$ cat src/idsp_pkg.sv
// Package: constants for the bus status and poll block
package idsp_pkg;
  localparam int NumCond = 10;
  localparam int BitFault = 0;
  localparam int BitReady = 4;
  localparam int BitError = 5;
  localparam int BitRqs = 6;
  localparam int BitPwrOn = 7;
  localparam int CondErr = 6;
  localparam logic [7:0] StatusReset = 8'h80;
  localparam logic [9:0] MaskReset = 10'h000;
  localparam int SyncStages = 3;
endpackage

$ cat src/idsp_status_poll.sv
// Module: device-side bus status, polling, clear/trigger and remote logic
//
// Behaviour
// - Provide talker, listener, clear, trigger, poll, remote and request functions.
// - Addressed indicator is on while addressed as listener or talker.
// - Device Clear resets status, faults, mask, request and pending trigger in local or remote.
// - Device Trigger applies values held pending since the hold command.
// - Trigger in local mode is deferred until going from local to remote.
// - Parallel-poll response bit follows status byte bit 7.
// - Parallel poll leaves request and request-service bit unchanged.
// - Remote enable plus lockout ignores front-panel local switch; release of remote enable drops remote and lockout.
// - Service request asserted at power-on and on any enabled fault of ten.
// - Power-on request switch is recorded at start-up in the separate power-on flag, not in the fault register.
// - Source masking affects only service request, not condition state or indicators.
// - Serial poll returns eight-bit status byte; bits 1 to 3 unused.
// - Bit 0 set by any new fault bit, cleared by fault query.
// - Bit 4 set while ready, held clear during command processing.
// - Bit 5 set by status error bit, cleared by error query.
// - Bit 6 set while requesting service, cleared by serial poll.
// - Bit 7 set at power-on init, cleared by clear command or Device Clear.
`timescale 1ns/1ps
`default_nettype none
module idsp_status_poll #(
  parameter int NumCond = idsp_pkg::NumCond
) (
  input wire logic clk,
  input wire logic nrst,
  input wire logic listenAddr,
  input wire logic talkAddr,
  input wire logic devClear,
  input wire logic devTrigger,
  input wire logic initStateCmd,
  input wire logic holdCmd,
  input wire logic faultQuery,
  input wire logic errorQuery,
  input wire logic serialPoll,
  input wire logic parallelPoll,
  input wire logic cmdBusy,
  input wire logic remoteEnable,
  input wire logic localLockout,
  input wire logic goRemote,
  input wire logic localSwitch,
  input wire logic powerOnRequestSwitch,
  input wire logic [NumCond-1:0] condIn,
  input wire logic [NumCond-1:0] maskWrData,
  input wire logic maskWrEn,
  input wire logic ppConfigWr,
  input wire logic [2:0] ppLineIn,
  input wire logic ppSenseIn,
  output logic addressed,
  output logic remoteMode,
  output logic srqOut,
  output logic [7:0] pollStatusByte,
  output logic [7:0] ppDio,
  output logic applyHeld,
  output logic initPulse,
  output logic powerOnFlag,
  output logic [NumCond-1:0] faultReg,
  output logic [NumCond-1:0] condIndicator
);
  typedef struct packed {
    logic [idsp_pkg::SyncStages-1:0] swSync;
    logic swStable;
    logic [NumCond-1:0] condPrev;
    logic [NumCond-1:0] fault;
    logic [NumCond-1:0] mask;
    logic [NumCond-1:0] ind;
    logic [7:0] status;
    logic pwrFlag;
    logic remote;
    logic lockout;
    logic holdPending;
    logic trigDeferred;
    logic apply;
    logic initP;
    logic addr;
    logic srq;
    logic [7:0] pp;
    logic ppConfigured;
    logic [2:0] ppLine;
    logic ppSense;
    logic started;
  } idsp_state_t;

  idsp_state_t st_ff;
  idsp_state_t nxt_st;
  logic [NumCond-1:0] newFault;
  logic goRem;

  always_comb begin
    nxt_st = st_ff;
    newFault = '0;
    goRem = 1'b0;
    nxt_st.swSync = {st_ff.swSync[idsp_pkg::SyncStages-2:0], localSwitch};
    // Front-panel switch counts once stages two and three agree
    if (st_ff.swSync[1] == st_ff.swSync[2]) begin
      nxt_st.swStable = st_ff.swSync[2];
    end
    nxt_st.apply = 1'b0;
    nxt_st.initP = 1'b0;
    nxt_st.started = 1'b1;
    nxt_st.addr = listenAddr | talkAddr;
    nxt_st.ind = condIn;
    nxt_st.condPrev = condIn;
    // Release of remote enable drops lockout and returns to local
    if (!remoteEnable) begin
      nxt_st.lockout = 1'b0;
      nxt_st.remote = 1'b0;
    end else begin
      if (localLockout) begin
        nxt_st.lockout = 1'b1;
      end
      if (goRemote && !st_ff.remote) begin
        nxt_st.remote = 1'b1;
        goRem = 1'b1;
      end else if (st_ff.swStable && !st_ff.lockout && !localLockout) begin
        nxt_st.remote = 1'b0;
      end
    end
    if (maskWrEn) begin
      nxt_st.mask = maskWrData;
    end
    if (ppConfigWr) begin
      nxt_st.ppConfigured = 1'b1;
      nxt_st.ppLine = ppLineIn;
      nxt_st.ppSense = ppSenseIn;
    end
    if (holdCmd) begin
      nxt_st.holdPending = 1'b1;
    end
    // Trigger while local waits for the local-to-remote edge
    if (devTrigger && st_ff.holdPending) begin
      if (st_ff.remote) begin
        nxt_st.apply = 1'b1;
        nxt_st.holdPending = 1'b0;
      end else begin
        nxt_st.trigDeferred = 1'b1;
      end
    end
    if (goRem && st_ff.trigDeferred) begin
      nxt_st.apply = 1'b1;
      nxt_st.trigDeferred = 1'b0;
      nxt_st.holdPending = 1'b0;
    end
    // Clears first so that a same-cycle set wins
    if (faultQuery) begin
      nxt_st.status[idsp_pkg::BitFault] = 1'b0;
      nxt_st.fault = '0;
    end
    if (errorQuery) begin
      nxt_st.status[idsp_pkg::BitError] = 1'b0;
    end
    if (serialPoll) begin
      nxt_st.status[idsp_pkg::BitRqs] = 1'b0;
      nxt_st.srq = 1'b0;
    end
    if (initStateCmd) begin
      nxt_st.status[idsp_pkg::BitPwrOn] = 1'b0;
      nxt_st.pwrFlag = 1'b0;
      nxt_st.initP = 1'b1;
    end
    newFault = condIn & ~st_ff.condPrev;
    nxt_st.fault = nxt_st.fault | newFault;
    if (|newFault) begin
      nxt_st.status[idsp_pkg::BitFault] = 1'b1;
    end
    if (newFault[idsp_pkg::CondErr]) begin
      nxt_st.status[idsp_pkg::BitError] = 1'b1;
    end
    // Masked sources still latch in the fault register
    if (|(newFault & st_ff.mask)) begin
      nxt_st.srq = 1'b1;
      nxt_st.status[idsp_pkg::BitRqs] = 1'b1;
    end
    nxt_st.status[idsp_pkg::BitReady] = ~cmdBusy;
    nxt_st.status[3:1] = 3'h0;
    // Device Clear resets status, faults, mask, hold and request, remote or local; remote state and poll setup are kept
    if (devClear) begin
      nxt_st.status = idsp_pkg::StatusReset;
      nxt_st.status[idsp_pkg::BitPwrOn] = 1'b0;
      nxt_st.status[idsp_pkg::BitReady] = ~cmdBusy;
      nxt_st.holdPending = 1'b0;
      nxt_st.trigDeferred = 1'b0;
      nxt_st.fault = '0;
      nxt_st.pwrFlag = 1'b0;
      nxt_st.srq = 1'b0;
      nxt_st.mask = idsp_pkg::MaskReset;
      nxt_st.initP = 1'b1;
    end
    // Parallel poll only reads; it never touches request state
    nxt_st.pp = 8'h00;
    if (parallelPoll && st_ff.ppConfigured) begin
      nxt_st.pp[st_ff.ppLine] = (st_ff.status[idsp_pkg::BitPwrOn] == st_ff.ppSense);
    end
  end

  always_ff @(posedge clk) begin
    if (!nrst) begin
      st_ff <= '0;
      st_ff.status <= idsp_pkg::StatusReset;
      st_ff.srq <= 1'b1;
      st_ff.mask <= idsp_pkg::MaskReset;
    end else if (!st_ff.started) begin
      st_ff <= nxt_st;
      st_ff.status[idsp_pkg::BitRqs] <= 1'b1;
      st_ff.status[idsp_pkg::BitPwrOn] <= 1'b1;
      st_ff.srq <= 1'b1;
      st_ff.pwrFlag <= powerOnRequestSwitch;
    end else begin
      st_ff <= nxt_st;
    end
  end

  assign addressed = st_ff.addr;
  assign remoteMode = st_ff.remote;
  assign srqOut = st_ff.srq;
  assign pollStatusByte = st_ff.status;
  assign ppDio = st_ff.pp;
  assign applyHeld = st_ff.apply;
  assign initPulse = st_ff.initP;
  assign powerOnFlag = st_ff.pwrFlag;
  assign faultReg = st_ff.fault;
  assign condIndicator = st_ff.ind;

  addr_follow_a: assert property (@(posedge clk) disable iff (!nrst)
    1 |=> addressed == $past(listenAddr | talkAddr))
    else $error("addressed wrong");

  clear_pwron_a: assert property (@(posedge clk) disable iff (!nrst)
    devClear && st_ff.started |=> !pollStatusByte[7] && !srqOut)
    else $error("clear failed");

  trig_apply_a: assert property (@(posedge clk) disable iff (!nrst)
    applyHeld |-> $past(remoteMode) || remoteMode)
    else $error("apply while local");

  unused_bits_a: assert property (@(posedge clk) disable iff (!nrst)
    pollStatusByte[3:1] == 3'h0)
    else $error("unused bits set");

  ready_bit_a: assert property (@(posedge clk) disable iff (!nrst)
    $past(cmdBusy) && st_ff.started |-> !pollStatusByte[4])
    else $error("ready during busy");

  poll_clear_a: assert property (@(posedge clk) disable iff (!nrst)
    serialPoll && !(|(condIn & ~st_ff.condPrev & st_ff.mask)) && st_ff.started
    |=> !pollStatusByte[6]) else $error("poll clear failed");

  fault_set_a: assert property (@(posedge clk) disable iff (!nrst)
    st_ff.started && |(condIn & ~st_ff.condPrev) && !devClear |=> pollStatusByte[0])
    else $error("fault bit not set");

  indicator_a: assert property (@(posedge clk) disable iff (!nrst)
    maskWrEn |=> condIndicator == $past(condIn))
    else $error("indicator disturbed");

  lockout_a: assert property (@(posedge clk) disable iff (!nrst)
    remoteMode && st_ff.lockout && remoteEnable |=> remoteMode)
    else $error("lockout lost");

  pp_follow_a: assert property (@(posedge clk) disable iff (!nrst)
    parallelPoll && st_ff.ppConfigured && !ppConfigWr
    |=> ppDio[st_ff.ppLine] == ($past(pollStatusByte[7]) == st_ff.ppSense)) else $error("poll bit wrong");

  pp_idle_a: assert property (@(posedge clk) disable iff (!nrst)
    !parallelPoll |=> ppDio == 8'h00)
    else $error("poll lines driven while idle");

  pp_quiet_a: assert property (@(posedge clk) disable iff (!nrst)
    parallelPoll && !serialPoll && !devClear && srqOut |=> srqOut && pollStatusByte[6])
    else $error("parallel poll dropped request");

  srq_bit_a: assert property (@(posedge clk) disable iff (!nrst)
    st_ff.started |-> srqOut == pollStatusByte[6])
    else $error("request bit and line differ");

  trig_refused_a: assert property (@(posedge clk) disable iff (!nrst)
    devTrigger && !remoteMode && !goRemote |=> !applyHeld)
    else $error("local trigger applied");

  trig_now_a: assert property (@(posedge clk) disable iff (!nrst)
    devTrigger && st_ff.holdPending && remoteMode |=> applyHeld)
    else $error("trigger not applied");

  defer_apply_a: assert property (@(posedge clk) disable iff (!nrst)
    goRemote && remoteEnable && !remoteMode && st_ff.trigDeferred |=> applyHeld && remoteMode)
    else $error("deferred trigger lost");

  init_pulse_a: assert property (@(posedge clk) disable iff (!nrst)
    devClear |=> initPulse)
    else $error("clear did not reinitialise");

  init_cmd_a: assert property (@(posedge clk) disable iff (!nrst)
    initStateCmd && st_ff.started |=> !pollStatusByte[7] && !powerOnFlag && initPulse)
    else $error("init command failed");

  clear_mask_a: assert property (@(posedge clk) disable iff (!nrst)
    devClear |=> faultReg == '0 && st_ff.mask == idsp_pkg::MaskReset)
    else $error("clear left faults or mask");

  pwr_flag_a: assert property (@(posedge clk) disable iff (!nrst)
    !st_ff.started |=> powerOnFlag == $past(powerOnRequestSwitch))
    else $error("power-on flag wrong");

  pwr_srq_a: assert property (@(posedge clk) disable iff (!nrst)
    !st_ff.started |=> srqOut && pollStatusByte[7] && pollStatusByte[6])
    else $error("no power-on request");

  fault_latch_a: assert property (@(posedge clk) disable iff (!nrst)
    pollStatusByte[0] && !faultQuery && !devClear |=> pollStatusByte[0])
    else $error("fault bit lost");

  err_latch_a: assert property (@(posedge clk) disable iff (!nrst)
    pollStatusByte[5] && !errorQuery && !devClear |=> pollStatusByte[5])
    else $error("error bit lost");

  rqs_latch_a: assert property (@(posedge clk) disable iff (!nrst)
    pollStatusByte[6] && !serialPoll && !devClear |=> pollStatusByte[6])
    else $error("request bit lost");

  pon_latch_a: assert property (@(posedge clk) disable iff (!nrst)
    pollStatusByte[7] && !initStateCmd && !devClear |=> pollStatusByte[7])
    else $error("power-on bit lost");

  fault_reg_a: assert property (@(posedge clk) disable iff (!nrst)
    !faultQuery && !devClear |=> (faultReg & $past(faultReg)) == $past(faultReg))
    else $error("fault register bit lost");

  fault_clear_a: assert property (@(posedge clk) disable iff (!nrst)
    faultQuery && !(|(condIn & ~st_ff.condPrev)) |=> !pollStatusByte[0] && faultReg == '0)
    else $error("fault query did not clear");

  err_clear_a: assert property (@(posedge clk) disable iff (!nrst)
    errorQuery && !(condIn[idsp_pkg::CondErr] && !st_ff.condPrev[idsp_pkg::CondErr])
    |=> !pollStatusByte[5]) else $error("error query did not clear");

  err_set_a: assert property (@(posedge clk) disable iff (!nrst)
    st_ff.started && condIn[idsp_pkg::CondErr] && !st_ff.condPrev[idsp_pkg::CondErr]
    && !devClear |=> pollStatusByte[5]) else $error("error bit not set");

  mask_srq_a: assert property (@(posedge clk) disable iff (!nrst)
    st_ff.started && |(condIn & ~st_ff.condPrev & st_ff.mask) && !devClear |=> srqOut)
    else $error("enabled fault gave no request");

  masked_quiet_a: assert property (@(posedge clk) disable iff (!nrst)
    st_ff.started && !(|(condIn & ~st_ff.condPrev & st_ff.mask)) && !srqOut |=> !srqOut)
    else $error("masked fault raised request");

  local_drop_a: assert property (@(posedge clk) disable iff (!nrst)
    !remoteEnable |=> !remoteMode && !st_ff.lockout)
    else $error("remote kept without enable");

  ready_free_a: assert property (@(posedge clk) disable iff (!nrst)
    !cmdBusy && st_ff.started |=> pollStatusByte[4])
    else $error("ready missing while idle");
endmodule
`default_nettype wire

$ cat config.mk
export PLATFORM = sky130hd
export DESIGN_NAME = idsp_status_poll
export DESIGN_NICKNAME = d
export VERILOG_FILES = /design/src/idsp_pkg.sv /design/src/idsp_status_poll.sv
export SDC_FILE = /design/constraint.sdc
export NUM_CORES = 1
export LEC_CHECK = 0
export ABC_AREA = 1
export BUFFER_PORTS_ARGS = -buffer_cell sky130_fd_sc_hd__buf_4
export CORE_ASPECT_RATIO = 0.7
export CORE_MARGIN = 2
export CORE_UTILIZATION = 45
export DETAILED_ROUTE_END_ITERATION = 16
export PLACE_DENSITY_LB_ADDON = 0.1
export SETUP_SLACK_MARGIN = 0.05
export SYNTH_ARGS = -nofsm -noshare
export SYNTH_HDL_FRONTEND = slang
export SYNTH_SLANG_ARGS = --single-unit
$ cat constraint.sdc
create_clock -name clk -period 1.1 [get_ports clk]
set_clock_uncertainty 0.05 [all_clocks]
set_input_delay 0.33 -clock clk [delete_from_list [all_inputs] [get_ports clk]]
set_output_delay 0.33 -clock clk [all_outputs]
set_load 0.01 [all_outputs]
# Yosys cells after proc, flatten, opt, wreduce, memory -nomap -nowiden
# Cells that the tools add are included.
# totals
ff_bits	75
output_inout_bits	42
# op_classes
n_bitwise	7
reduce_logical	15
eq_ne	4
n_lt_le_gt_ge	2
mux	33
# op_table
operator	count
$mux W30	1
$mux W1	21
$and A10 B10 Y10	2
$mux W10	2
$mux W20	1
$reduce_or A10 Y1	2
$not A10 Y10	1
$or A10 B10 Y10	1
$mux W9	1
$and A8 B8 Y8	1
$mux W8	1
$logic_and A1 B1 Y1	7
$mux W3	2
$mux W5	1
$lt A3 B4 Y1 const B	1
$mux W2	2
$ne A4 B3 Y1 const B	1
$demux W1 S3	1
$ge A3 B1 Y1 const B	1
$logic_not A1 Y1	3
$ne A3 B3 Y1 const B	1
$reduce_bool A3 Y1	1
$eq A1 B1 Y1	2
$reduce_and A2 Y1	1
3 further kinds	3

# Depth between registers and ports, before layout
# Gate-level depths: netlist (run 1).
# logic_depth
depth_word	8
mapped_depth	10
mapped_depth_nobuf	10

# Worst setup path before layout (run 1)
# Ideal clock, no wire load.
# synth_path
kind	in2reg
from	input port condIn[5]
to	register st_ff, in the netlist pollStatusByte[6]
required_ns	0.941
setup_ns	0.109
cell_stages	10
setup_slack_ns	0.072
arrival_time_ns	0.870
cell_sequence	inv_1 nor2_1 nand2_1 nand2_1 nor2_1 nand3_1 nand2_1 nand3_1 nand2_1 inv_1
# synth_between
elab_chain_cells	6
word_cells_on_any_way	7
# synth_lines
element	line_no	text
from (decl)	idsp_status_poll.sv:44	input wire logic [NumCond-1:0] condIn,
$and A10 B10 Y10 (*)	idsp_status_poll.sv:162	newFault = condIn & ~st_ff.condPrev;
$and A10 B10 Y10 (*)	idsp_status_poll.sv:171	if (|(newFault & st_ff.mask)) begin
$reduce_or A10 Y1 (*)	idsp_status_poll.sv:171	
$mux W1	idsp_status_poll.sv:171	
$mux W9	idsp_status_poll.sv:178	if (devClear) begin
$mux W30	idsp_status_poll.sv:203	end else if (!st_ff.started) begin
to (signal assigned)	idsp_status_poll.sv:204	st_ff <= nxt_st;
to (signal assigned)	idsp_status_poll.sv:210	st_ff <= nxt_st;
to (decl)	idsp_status_poll.sv:85	idsp_state_t st_ff;
# Every way passes the cells marked *; elsewhere a longest branch is shown, timed or not.
# A chain may end at the register's enable or synchronous reset.

# Final worst setup path (run 1)
# layout_path
from	register st_ff, in the netlist condIndicator[0]
to	output port condIndicator[0]
# layout_rtl
element	line_no	text
to (decl)	idsp_status_poll.sv:59	output logic [NumCond-1:0] condIndicator
# No word-level cell between the ends.

==> results.md, run 1 <==
- Status: finished, violations left
- Failing checks: setup timing
- Ports: 86
- Post-Syn Area: 2520 um2
- Max clock buf depth: 2
- Period utilization: 114%
- Pre-CTS setup slack: -0.145 ns
- Final Wtd Congestion: 0.746
- Ys Warns: 0
- 1st-iter DRT viols: 48
- Die X: 93.5 um
- Fin cells: 470
- Req. time, crit path: 0.72 ns
- Die area: 6230 um2
- Floorplan core area: 5310 um2
- Antenna Violating Nets Remaining: 0
- Routed WL: 5.66 mm
- Seq/Total Area, Yosys: between 40% and 50%
- Largest net degree at the start of global routing: 20
- P_leak: 1.74 nW
- Power Density: about 1500 nW/um2
- Syn_area_per_cell: 8.03 um2
- Number of port buffers: about 80
- Placed Area: 3120 um2
- DRC violations left: 0
- Synth Register Bits: 62
- Clock network fraction of total power: between 40% and 50%
- CTS buffer count: 9
- Num rows: 22
- RSZ-0062 raised after global routing: true
- Setup Viol. Count Final: about 40
- P_sw: around 0.0012 W
- Max Slew Vio Count: 0
- Worst-path clk slew: 0.07 ns
- Mapped Cells: 314
- Sw Share: 23.2%
- First-pass GRT wire length: around 9.1 mm
- Max-cap violations: 0
- Die Y: 66.6 um
- TritonCTS Sinks: 62
- Fillcell total: 440
- Initial antenna violation count: 0
- Vias in the first global route: 2014
- Hold violation total from the final report: 0
- Fin crit period: 1.26 ns
- Hold Crit Class: primary input to flop
- Via count: approximately 2.1k
- GRT Total Usage: just under 20%
- Pint: approximately 0.0041 W
- Overflow after GRT: 0
- Worst VDD drop: 846 uV
- Crit Path Max Fanout: 2
- P&R area growth vs syn: 45.2%
- WL per Instance: 12.0 um
- TritonCTS clock tree: done
- Clk Tree Root Cell: clkbuf_8
- Post-synth cell types: 23
- Htree depth: 3
- Cts hold-fix bufs: 0
- Highest Clock Rate: 795 MHz
- DR pass1 iterations: 4
- Dpl hpwl: about 4.1 mm
- Share of post-route cells with drive strength above 1: 52.0%
- CP Capture Type: output port
- Post-Layout Inst Area: 3660 um2
- Skew-Pair Late Insertion Delay: around 0.34 ns
- Worst Slack Setup Final: -0.157 ns
- Seq. cell area: 1290 um2
- Crit path kind: flop to output port
- CP Data Arrival Time: around 0.88 ns
- Logic pwr share: 12.6%
- Reg2reg setup slack: -0.07 ns
- Number of nets in the layout: 437
- Worst Setup Start Kind: flop
- Avg Vias per Cell: approximately 4.4
- Placed instance count: 450
- Ant diodes: 0
- Part of the power in registers: between 40% and 50%
- Area of the multi-input gates: 861 um2
- Initial Util: 47.5%
-- logic make-up (layout without fill, tap and decap cells) --
kind of cell | count (synthesis) | count (layout) | share of synthesized area (%)
simple gates | 125 | 125 | 20.2
other cells | 1 | 3 | 0.149
buf+inv | 87 | 169 | 19.3
compound gates | 38 | 38 | 10.8
flops | 62 | 62 | 49.2
xor+xnor | 1 | 1 | 0.347
-- per-layer routing --
| metal | global-route usage (%) | part of all wire, % |
|---|---|---|
| met3 | 7.92 | 6.8 |
| met1 | 25.2 | 48 |
| met2 | 30.2 | 44 |
| met4 | 6.62 | 1.2 |
| met5 | 0 | 0 |
-- flip-flops by register name, indices dropped and copies added, names as in the netlist --
register        flops
applyHeld           1
addressed           1
initPulse           1
condIndicator      10
powerOnFlag         1
ppDio               8
faultReg           10
st_ff              21
nxt_st              2
remoteMode          1
srqOut              1
pollStatusByte      5
-- synth_stat cells --
| library cell | n | share of area [%] |
|---|---|---|
| conb_1 | 1 | 0.15 |
| buf_2 | 1 | 0.20 |
| nand2_1 | 74 | 11 |
| clkinv_1 | 1 | 0.15 |
| dfxtp_1 | 62 | 49 |
| xnor2_1 | 1 | 0.35 |
| nor2_2 | 1 | 0.25 |
| or2_1 | 1 | 0.25 |
| a21oi_1 | 7 | 1.4 |
| buf_4 | 36 | 11 |
| inv_1 | 42 | 6.3 |
| nor2_4 | 1 | 0.45 |
| o31ai_1 | 1 | 0.30 |
| nand4_1 | 4 | 0.99 |
| nand3_1 | 15 | 3.0 |
| buf_6 | 3 | 1.3 |
| a21oi_2 | 20 | 6.9 |
| o211ai_1 | 1 | 0.30 |
| inv_2 | 2 | 0.30 |
| clkbuf_1 | 2 | 0.30 |
| nor2_1 | 29 | 4.3 |
| o21ai_0 | 8 | 1.6 |
| a31oi_1 | 1 | 0.25 |
-- area by class of cell --
class	count	area share (%)
Clock inverter	5	2.22
Clock buffer	11	4.14
Tap cell	72	2.46
Multi-Input combinational cell	167	23.5
Timing Repair Buffer	108	27.7
Inverter	45	4.68
Sequential cell	62	35.3
-- metrics by stage --
step                power (W)  setup TNS [ns]  utilization (%)  hold slack, ns
global placement      0.00304          -0.236             58.7           0.343
finish                0.00536           -2.42             68.9          0.0910
global route          0.00561           -4.13             68.9          0.0667
detailed placement    0.00305          -0.326             58.7           0.354
CTS                   0.00541           -3.21             67.7          0.0806
floorplan             0.00276               0                -           0.308
-- path summary, 6_finish.rpt --
path | endpoint | from | cells past startpoint
worst max-delay path | condIndicator[0] | condIndicator[0] | 2
worst min-delay path | pollStatusByte[4] | cmdBusy | 2
worst max register to register | pollStatusByte[0] | condIndicator[0] | 7
worst min register to register | nxt_st[74] | nxt_st[73] | 2
-- power groups by stage --
stage | Combinational (W) | Sequential (W) | Clock [W]
finish | 0.000676 | 0.00242 | 0.00227
floorplan | 0.000328 | 0.00243 | 0
global placement | 0.000599 | 0.00244 | 0
global route | 0.000742 | 0.00242 | 0.00244
detailed placement | 0.000607 | 0.00244 | 0
CTS | 0.000662 | 0.00241 | 0.00233
-- worst max-delay path: stages, from the launching register on --
cell and delay [ns]:
dfxtp_2 0.33, buf_6 0.11, buf_6 0.11
-- repair_timing --
item,CTS,global route
pin swaps,10,7
buffers inserted,2,2
setup endpoints to repair,43,51
gates resized for setup,88,19
-- layout by cell type (no fill, tap or decap) --
cell type	synthesis	routed
o21ai_0	8	7
nand3_2	0	3
buf_12	0	3
a21oi_2	20	20
nor2_1	29	23
dfxtp_2	0	38
inv_1	42	37
dfxtp_1	62	23
buf_4	36	61
clkinv_1	1	1
bufinv_16	0	2
clkinvlp_4	0	1
or2_1	1	1
inv_2	2	6
nor2_2	1	6
a21oi_1	7	7
clkinv_4	0	1
nand4_1	4	4
nand3_1	15	12
nand2_1	74	71
o31ai_2	0	1
dfxtp_4	0	1
clkbuf_8	0	11
xnor2_2	0	1
o21ai_2	0	1
o211ai_1	1	1
buf_6	3	44
nor2_4	1	2
conb_1	1	3
a31oi_1	1	1
clkinv_2	0	1
inv_4	0	1
nand2_2	0	3
No activity file was read; power rests on OpenSTA's default activity.
==> run 2: changes to the inputs <==
BUFFER_PORTS_ARGS = -buffer_cell sky130_fd_sc_hd__buf_2   (was -buffer_cell sky130_fd_sc_hd__buf_4)
==> run 2 against run 1 <==
Against the previous run:
- largest power group unchanged
- sequential power about the same
- non-clock buffer count unchanged
- routed wire length decreased by 6.3%
- clock power about the same
- largest cell class unchanged
- highest routed layer unchanged
- via count decreased by 1.3%
- the flow still finishes with violations (setup timing)
- cell count unchanged
==> results.md, run 2 (same netlist as run 1, synthesis figures left out) <==
- Part of the power in registers: 45.2%
- DR pass1 iterations: 4
- Vias in the first global route: 1841
- P_leak: 1.70 nW
- Hold Path Origin: cmdBusy
- Overflow after GRT: 0
- Pint: 0.00414 W
- Dpl hpwl: 3.98 mm
- Num rows: 22
- Initial antenna violation count: 0
- CP Capture Type: output port
- Period utilization: 114%
- Logic pwr share: 11.8%
- Avg Vias per Cell: 4.38
- Htree depth: 3
- Worst VDD drop: 862 uV
- WL per Instance: 11.3 um
- RR Startpoint: condIndicator[7]
- TritonCTS Sinks: 62
- TritonCTS clock tree: done
- P_sw: roughly 0.0012 W
- Hold Crit Class: primary input to flop
- Clk Tree Root Cell: clkbuf_8
- P&R area growth vs syn: 39.7%
- Setup Viol. Count Final: 40
- Die X: around 93 um
- R2R depth: 9
- CP Data Arrival Time: 0.88 ns
- Hold Path Stages: 2
- Ant diodes: 0
- Highest Clock Rate: 797 MHz
- Fin crit period: 1.26 ns
- Max Slew Vio Count: 0
- Crit Path Max Fanout: 2
- RSZ-0062 raised after global routing: true
- Req. time, crit path: 0.72 ns
- Final Wtd Congestion: 0.756
- Placed Area: between 2000 and 3000 um2
- 1st-iter DRT viols: 28
- DRC violations left: 0
- Skew-Pair Late Insertion Delay: around 0.34 ns
- Die area: between 6000 and 7000 um2
- Ports: 86
- Routed WL: 5.30 mm
- Commonest cells after routing, fill and taps aside: nand2_1, buf_2, inv_1, buf_6, dfxtp_2
- Max-cap violations: 0
- Max FFs per register: 21
- GRT Total Usage: around 18%
- Worst Slack Setup Final: -0.155 ns
- Failing checks: setup timing
- Number of nets in the layout: 437
- Crit path kind: flop to output port
- Worst-path clk slew: 0.07 ns
- Power Density: 1520 nW/um2
- Hold violation total from the final report: 0
- Largest net degree at the start of global routing: 18
- Via count: 2060
- Initial Util: 47.5%
- Die Y: 66.6 um
- CTS buffer count: 9
- Post-Route Setup TNS: -2.14 ns
- Share of post-route cells with drive strength above 1: 51.3%
- Worst Setup Start Kind: flop
- Clock network fraction of total power: 43.0%
- Number of port buffers: 82
- Post-Layout Inst Area: 3520 um2
- Sw Share: 22.6%
- Max clock buf depth: 2
- Antenna Violating Nets Remaining: 0
- Status: finished, violations left
- First-pass GRT wire length: 8.27 mm
- Critical path origin: condIndicator[0]
- Floorplan core area: around 5300 um2
- Commonest non-fill, non-tap cell in the layout: nand2_1
- Largest reg by FF count: st_ff
[run 2: cell count changes in the layout (fill, tap and decap cells not counted), moves of 3 or more]
cell,before,now
buf_2,0,49
nor2_2,6,10
nand3_1,12,8
nor2_1,23,20
buf_4,61,19
dfxtp_1,23,29
buf_6,44,38
dfxtp_2,38,33
nand3_2,3,7
[run 2: power groups by stage]
| stage | clock [W] | sequential (W) | combinational [W] |
|---|---|---|---|
| global placement | 0 | 0.00243 | 0.000520 |
| global route | 0.00246 | 0.00242 | 0.000696 |
| detailed placement | 0 | 0.00244 | 0.000525 |
| CTS | 0.00234 | 0.00241 | 0.000603 |
| finish | 0.00230 | 0.00242 | 0.000631 |
| floorplan | 0 | 0.00243 | 0.000328 |
[run 2: what timing repair did]
item | 4_1_cts | 5_1_grt
setup buffers | 3 | 1
hold endpoints to repair | 0 | 0
hold buffers | 0 | 0
pin swaps | 2 | 15
resized for setup | 66 | 32
endpoints found under the setup margin | 43 | 51
[run 2: final cells by class]
class | instances | area, um2
fillers | 473 | 1790
flip-flops and latches | 62 | 1280
multi-input cells | 167 | 887
repair buffers | 108 | 856
inverters | 45 | 171
clock buffers | 13 | 169
well taps | 72 | 90.1
clock inverters | 3 | 65.1
[run 2: path summary, 6_finish.rpt]
kind	end	slack, ns
min	pollStatusByte[4]	0.09
max	condIndicator[0]	-0.16
min reg2reg	nxt_st[74]	0.37
max reg2reg	pollStatusByte[6]	-0.03
[run 2: routing by layer]
metal | track usage, % | vias up | routed length [um]
li1 | - | 1085 | -
met1 | 24.8 | 909 | 2720
met2 | 24.8 | 57 | 2180
met3 | 6.33 | 9 | 323
met4 | 7.72 | 0 | 75
met5 | 0 | - | 0
[run 2: through the flow]
stage	worst slack, ns	cells	hold slack (ns)	power, W	utilization [%]
finish	-0.155	470	0.0917	0.00534	66.3
global route	-0.189	470	0.0804	0.00558	66.3
CTS	-0.172	469	0.0731	0.00535	64.2
detailed placement	-0.143	450	0.356	0.00296	54.6
global placement	-0.112	450	0.344	0.00295	54.6
floorplan	0.0716	316	0.308	0.00276	-
[run 2: worst max-delay path, stage by stage, from the launching register on]
cell,delay (ns)
dfxtp_2,0.32
buf_6,0.11
buf_6,0.11
==> run 3: changes to the inputs <==
CORE_UTILIZATION = 35   (was 45)
==> run 3 against run 2 <==
Against the previous run:
- the run still ends with setup timing left
- maximum frequency shrank 0.42%
- sequential power is essentially flat
- cell area grew 2.1%
==> results.md, run 3 (same netlist as run 1, synthesis figures left out) <==
- Status: finished, violations left
- Failing checks: setup timing
- Initial Util: 36.8%
- Ant diodes: 0
- Power Density: 1540 nW/um2
- Worst VDD drop: 609 uV
- Worst path most repeated cell: buf_6
- Die Y: 75.0 um
- Vias in the first global route: between 1.5k and 2k
- Fin crit period: between 1 and 1.5 ns
- Crit path kind: flop to output port
- Setup Viol. Count Final: 39
- Share of post-route cells with drive strength above 1: between 50 and 60%
- Highest Clock Rate: slightly below 800 MHz
- Part of the power in registers: 43.6%
- Floorplan core area: 6850 um2
- Avg Vias per Cell: 4.14
- Number of nets in the layout: roughly 440
- Via count: 2055
- Worst-path cell chain: buf_6 -> buf_6
- Worst Slack Setup Final: -0.161 ns
- DR pass1 iterations: 4
- Antenna Violating Nets Remaining: 0
- Pint: 0.00425 W
- CTS buffer count: 9
- Initial antenna violation count: 0
- Final Wtd Congestion: 0.760
- Number of port buffers: 82
- Dpl hpwl: 4.30 mm
- Worst-path clk slew: ~0.07 ns
- Clock network fraction of total power: approximately 45%
- WL per Instance: 11.6 um
- Worst path max stage delay: 0.33 ns
- TritonCTS Sinks: 62
- Max clock buf depth: 2
- TritonCTS clock tree: done
- Sw Share: 23.2%
- Slowest cell on crit path: dfxtp_2
- Num rows: 25
- Logic pwr share: about an eighth
- Largest net degree at the start of global routing: 15
- Req. time, crit path: slightly above 0.7 ns
- First-pass GRT wire length: between 9 and 10 mm
- CP Capture Type: output port
- Ports: 86
- P_sw: 0.00129 W
- Clk Tree Root Cell: clkbuf_8
- Max FFs per register: 21
- Max-cap violations: 0
- CP Data Arrival Time: 0.88 ns
- Hold Crit Class: primary input to flop
- Period utilization: 115%
- Top delay family on crit path: flip-flops
- Worst Setup Start Kind: flop
- P&R area growth vs syn: 42.6%
- Post-Route Setup TNS: -2.47 ns
- P_leak: 1.72 nW
- Routed WL: 5.74 mm
- Overflow after GRT: 0
- DRC violations left: 0
- Hold violation total from the final report: 0
- Crit Path Max Fanout: 2
- Die X: 105 um
- GRT Total Usage: 15.8%
- Skew-Pair Late Insertion Delay: ~0.34 ns
- Htree depth: 3
- Max Slew Vio Count: 0
- Commonest cells after routing, fill and taps aside: nand2_1, buf_2, inv_1, buf_6
- Largest reg by FF count: st_ff
- Hold slack: 0.0828 ns
- RSZ-0062 raised after global routing: true
- Die area: 7910 um2
- Commonest non-fill, non-tap cell in the layout: nand2_1
- 1st-iter DRT viols: 40
- CP Buf/Inv Count: 2
[run 3: cell types whose count changed in the layout (fill, tap and decap cells not counted), sizes merged]
cell,previous run,this run
buf,108,112
clkbuf,13,11
bufinv,2,3
clkinvlp,0,1
[run 3: cell type report]
class / count / area (um2)
clock buffers: 11 / 141
multi-input cells: 167 / 906
flip-flops and latches: 62 / 1280
repair buffers: 112 / 873
inverters: 45 / 171
clock inverters: 5 / 106
well taps: 94 / 118
fillers: 663 / 3250
[run 3: per-layer routing]
metal	up-vias	part of all wire (%)	global-route usage, %	routed length [um]
met1	902	51	21.5	2900
met3	5	6.9	7.10	397
li1	1085	-	-	-
met4	0	0.92	4.89	53
met2	63	41	22.7	2380
met5	-	0	0	0
[run 3: repair_timing]
action                     in CTS  in global routing
pin swaps                       7                  9
hold buffers                    0                  0
buffers inserted                3                  4
resized for setup              76                 22
setup endpoints to repair      44                 52
[run 3: final timing paths]
check,start,endpoint,slack (ns),cells after the start
max,condIndicator[7],condIndicator[7],-0.16,2
min,cmdBusy,pollStatusByte[4],0.08,2
max reg2reg,condIndicator[7],pollStatusByte[6],0.01,9
min reg2reg,nxt_st[73],nxt_st[74],0.37,2
[run 3: power by group through the flow]
stage	sequential [W]	clock [W]	combinational, W
after global placement	0.00243	0	0.000533
after detailed placement	0.00244	0	0.000537
after floorplan	0.00243	0	0.000328
after global routing	0.00242	0.00266	0.000720
after CTS	0.00241	0.00256	0.000628
final	0.00241	0.00248	0.000647
[run 3: stage by stage]
step	power, W	cells	instance area [um2]	utilization, %	worst slack (ns)
2_1_floorplan	0.00276	316	2530	-	0.0716
3_3_place_gp	0.00297	473	2940	42.9	-0.113
3_5_place_dp	0.00297	473	2940	42.9	-0.140
4_1_cts	0.00560	492	3490	51.0	-0.181
5_1_grt	0.00581	496	3600	52.5	-0.202
6_report	0.00554	496	3600	52.5	-0.161
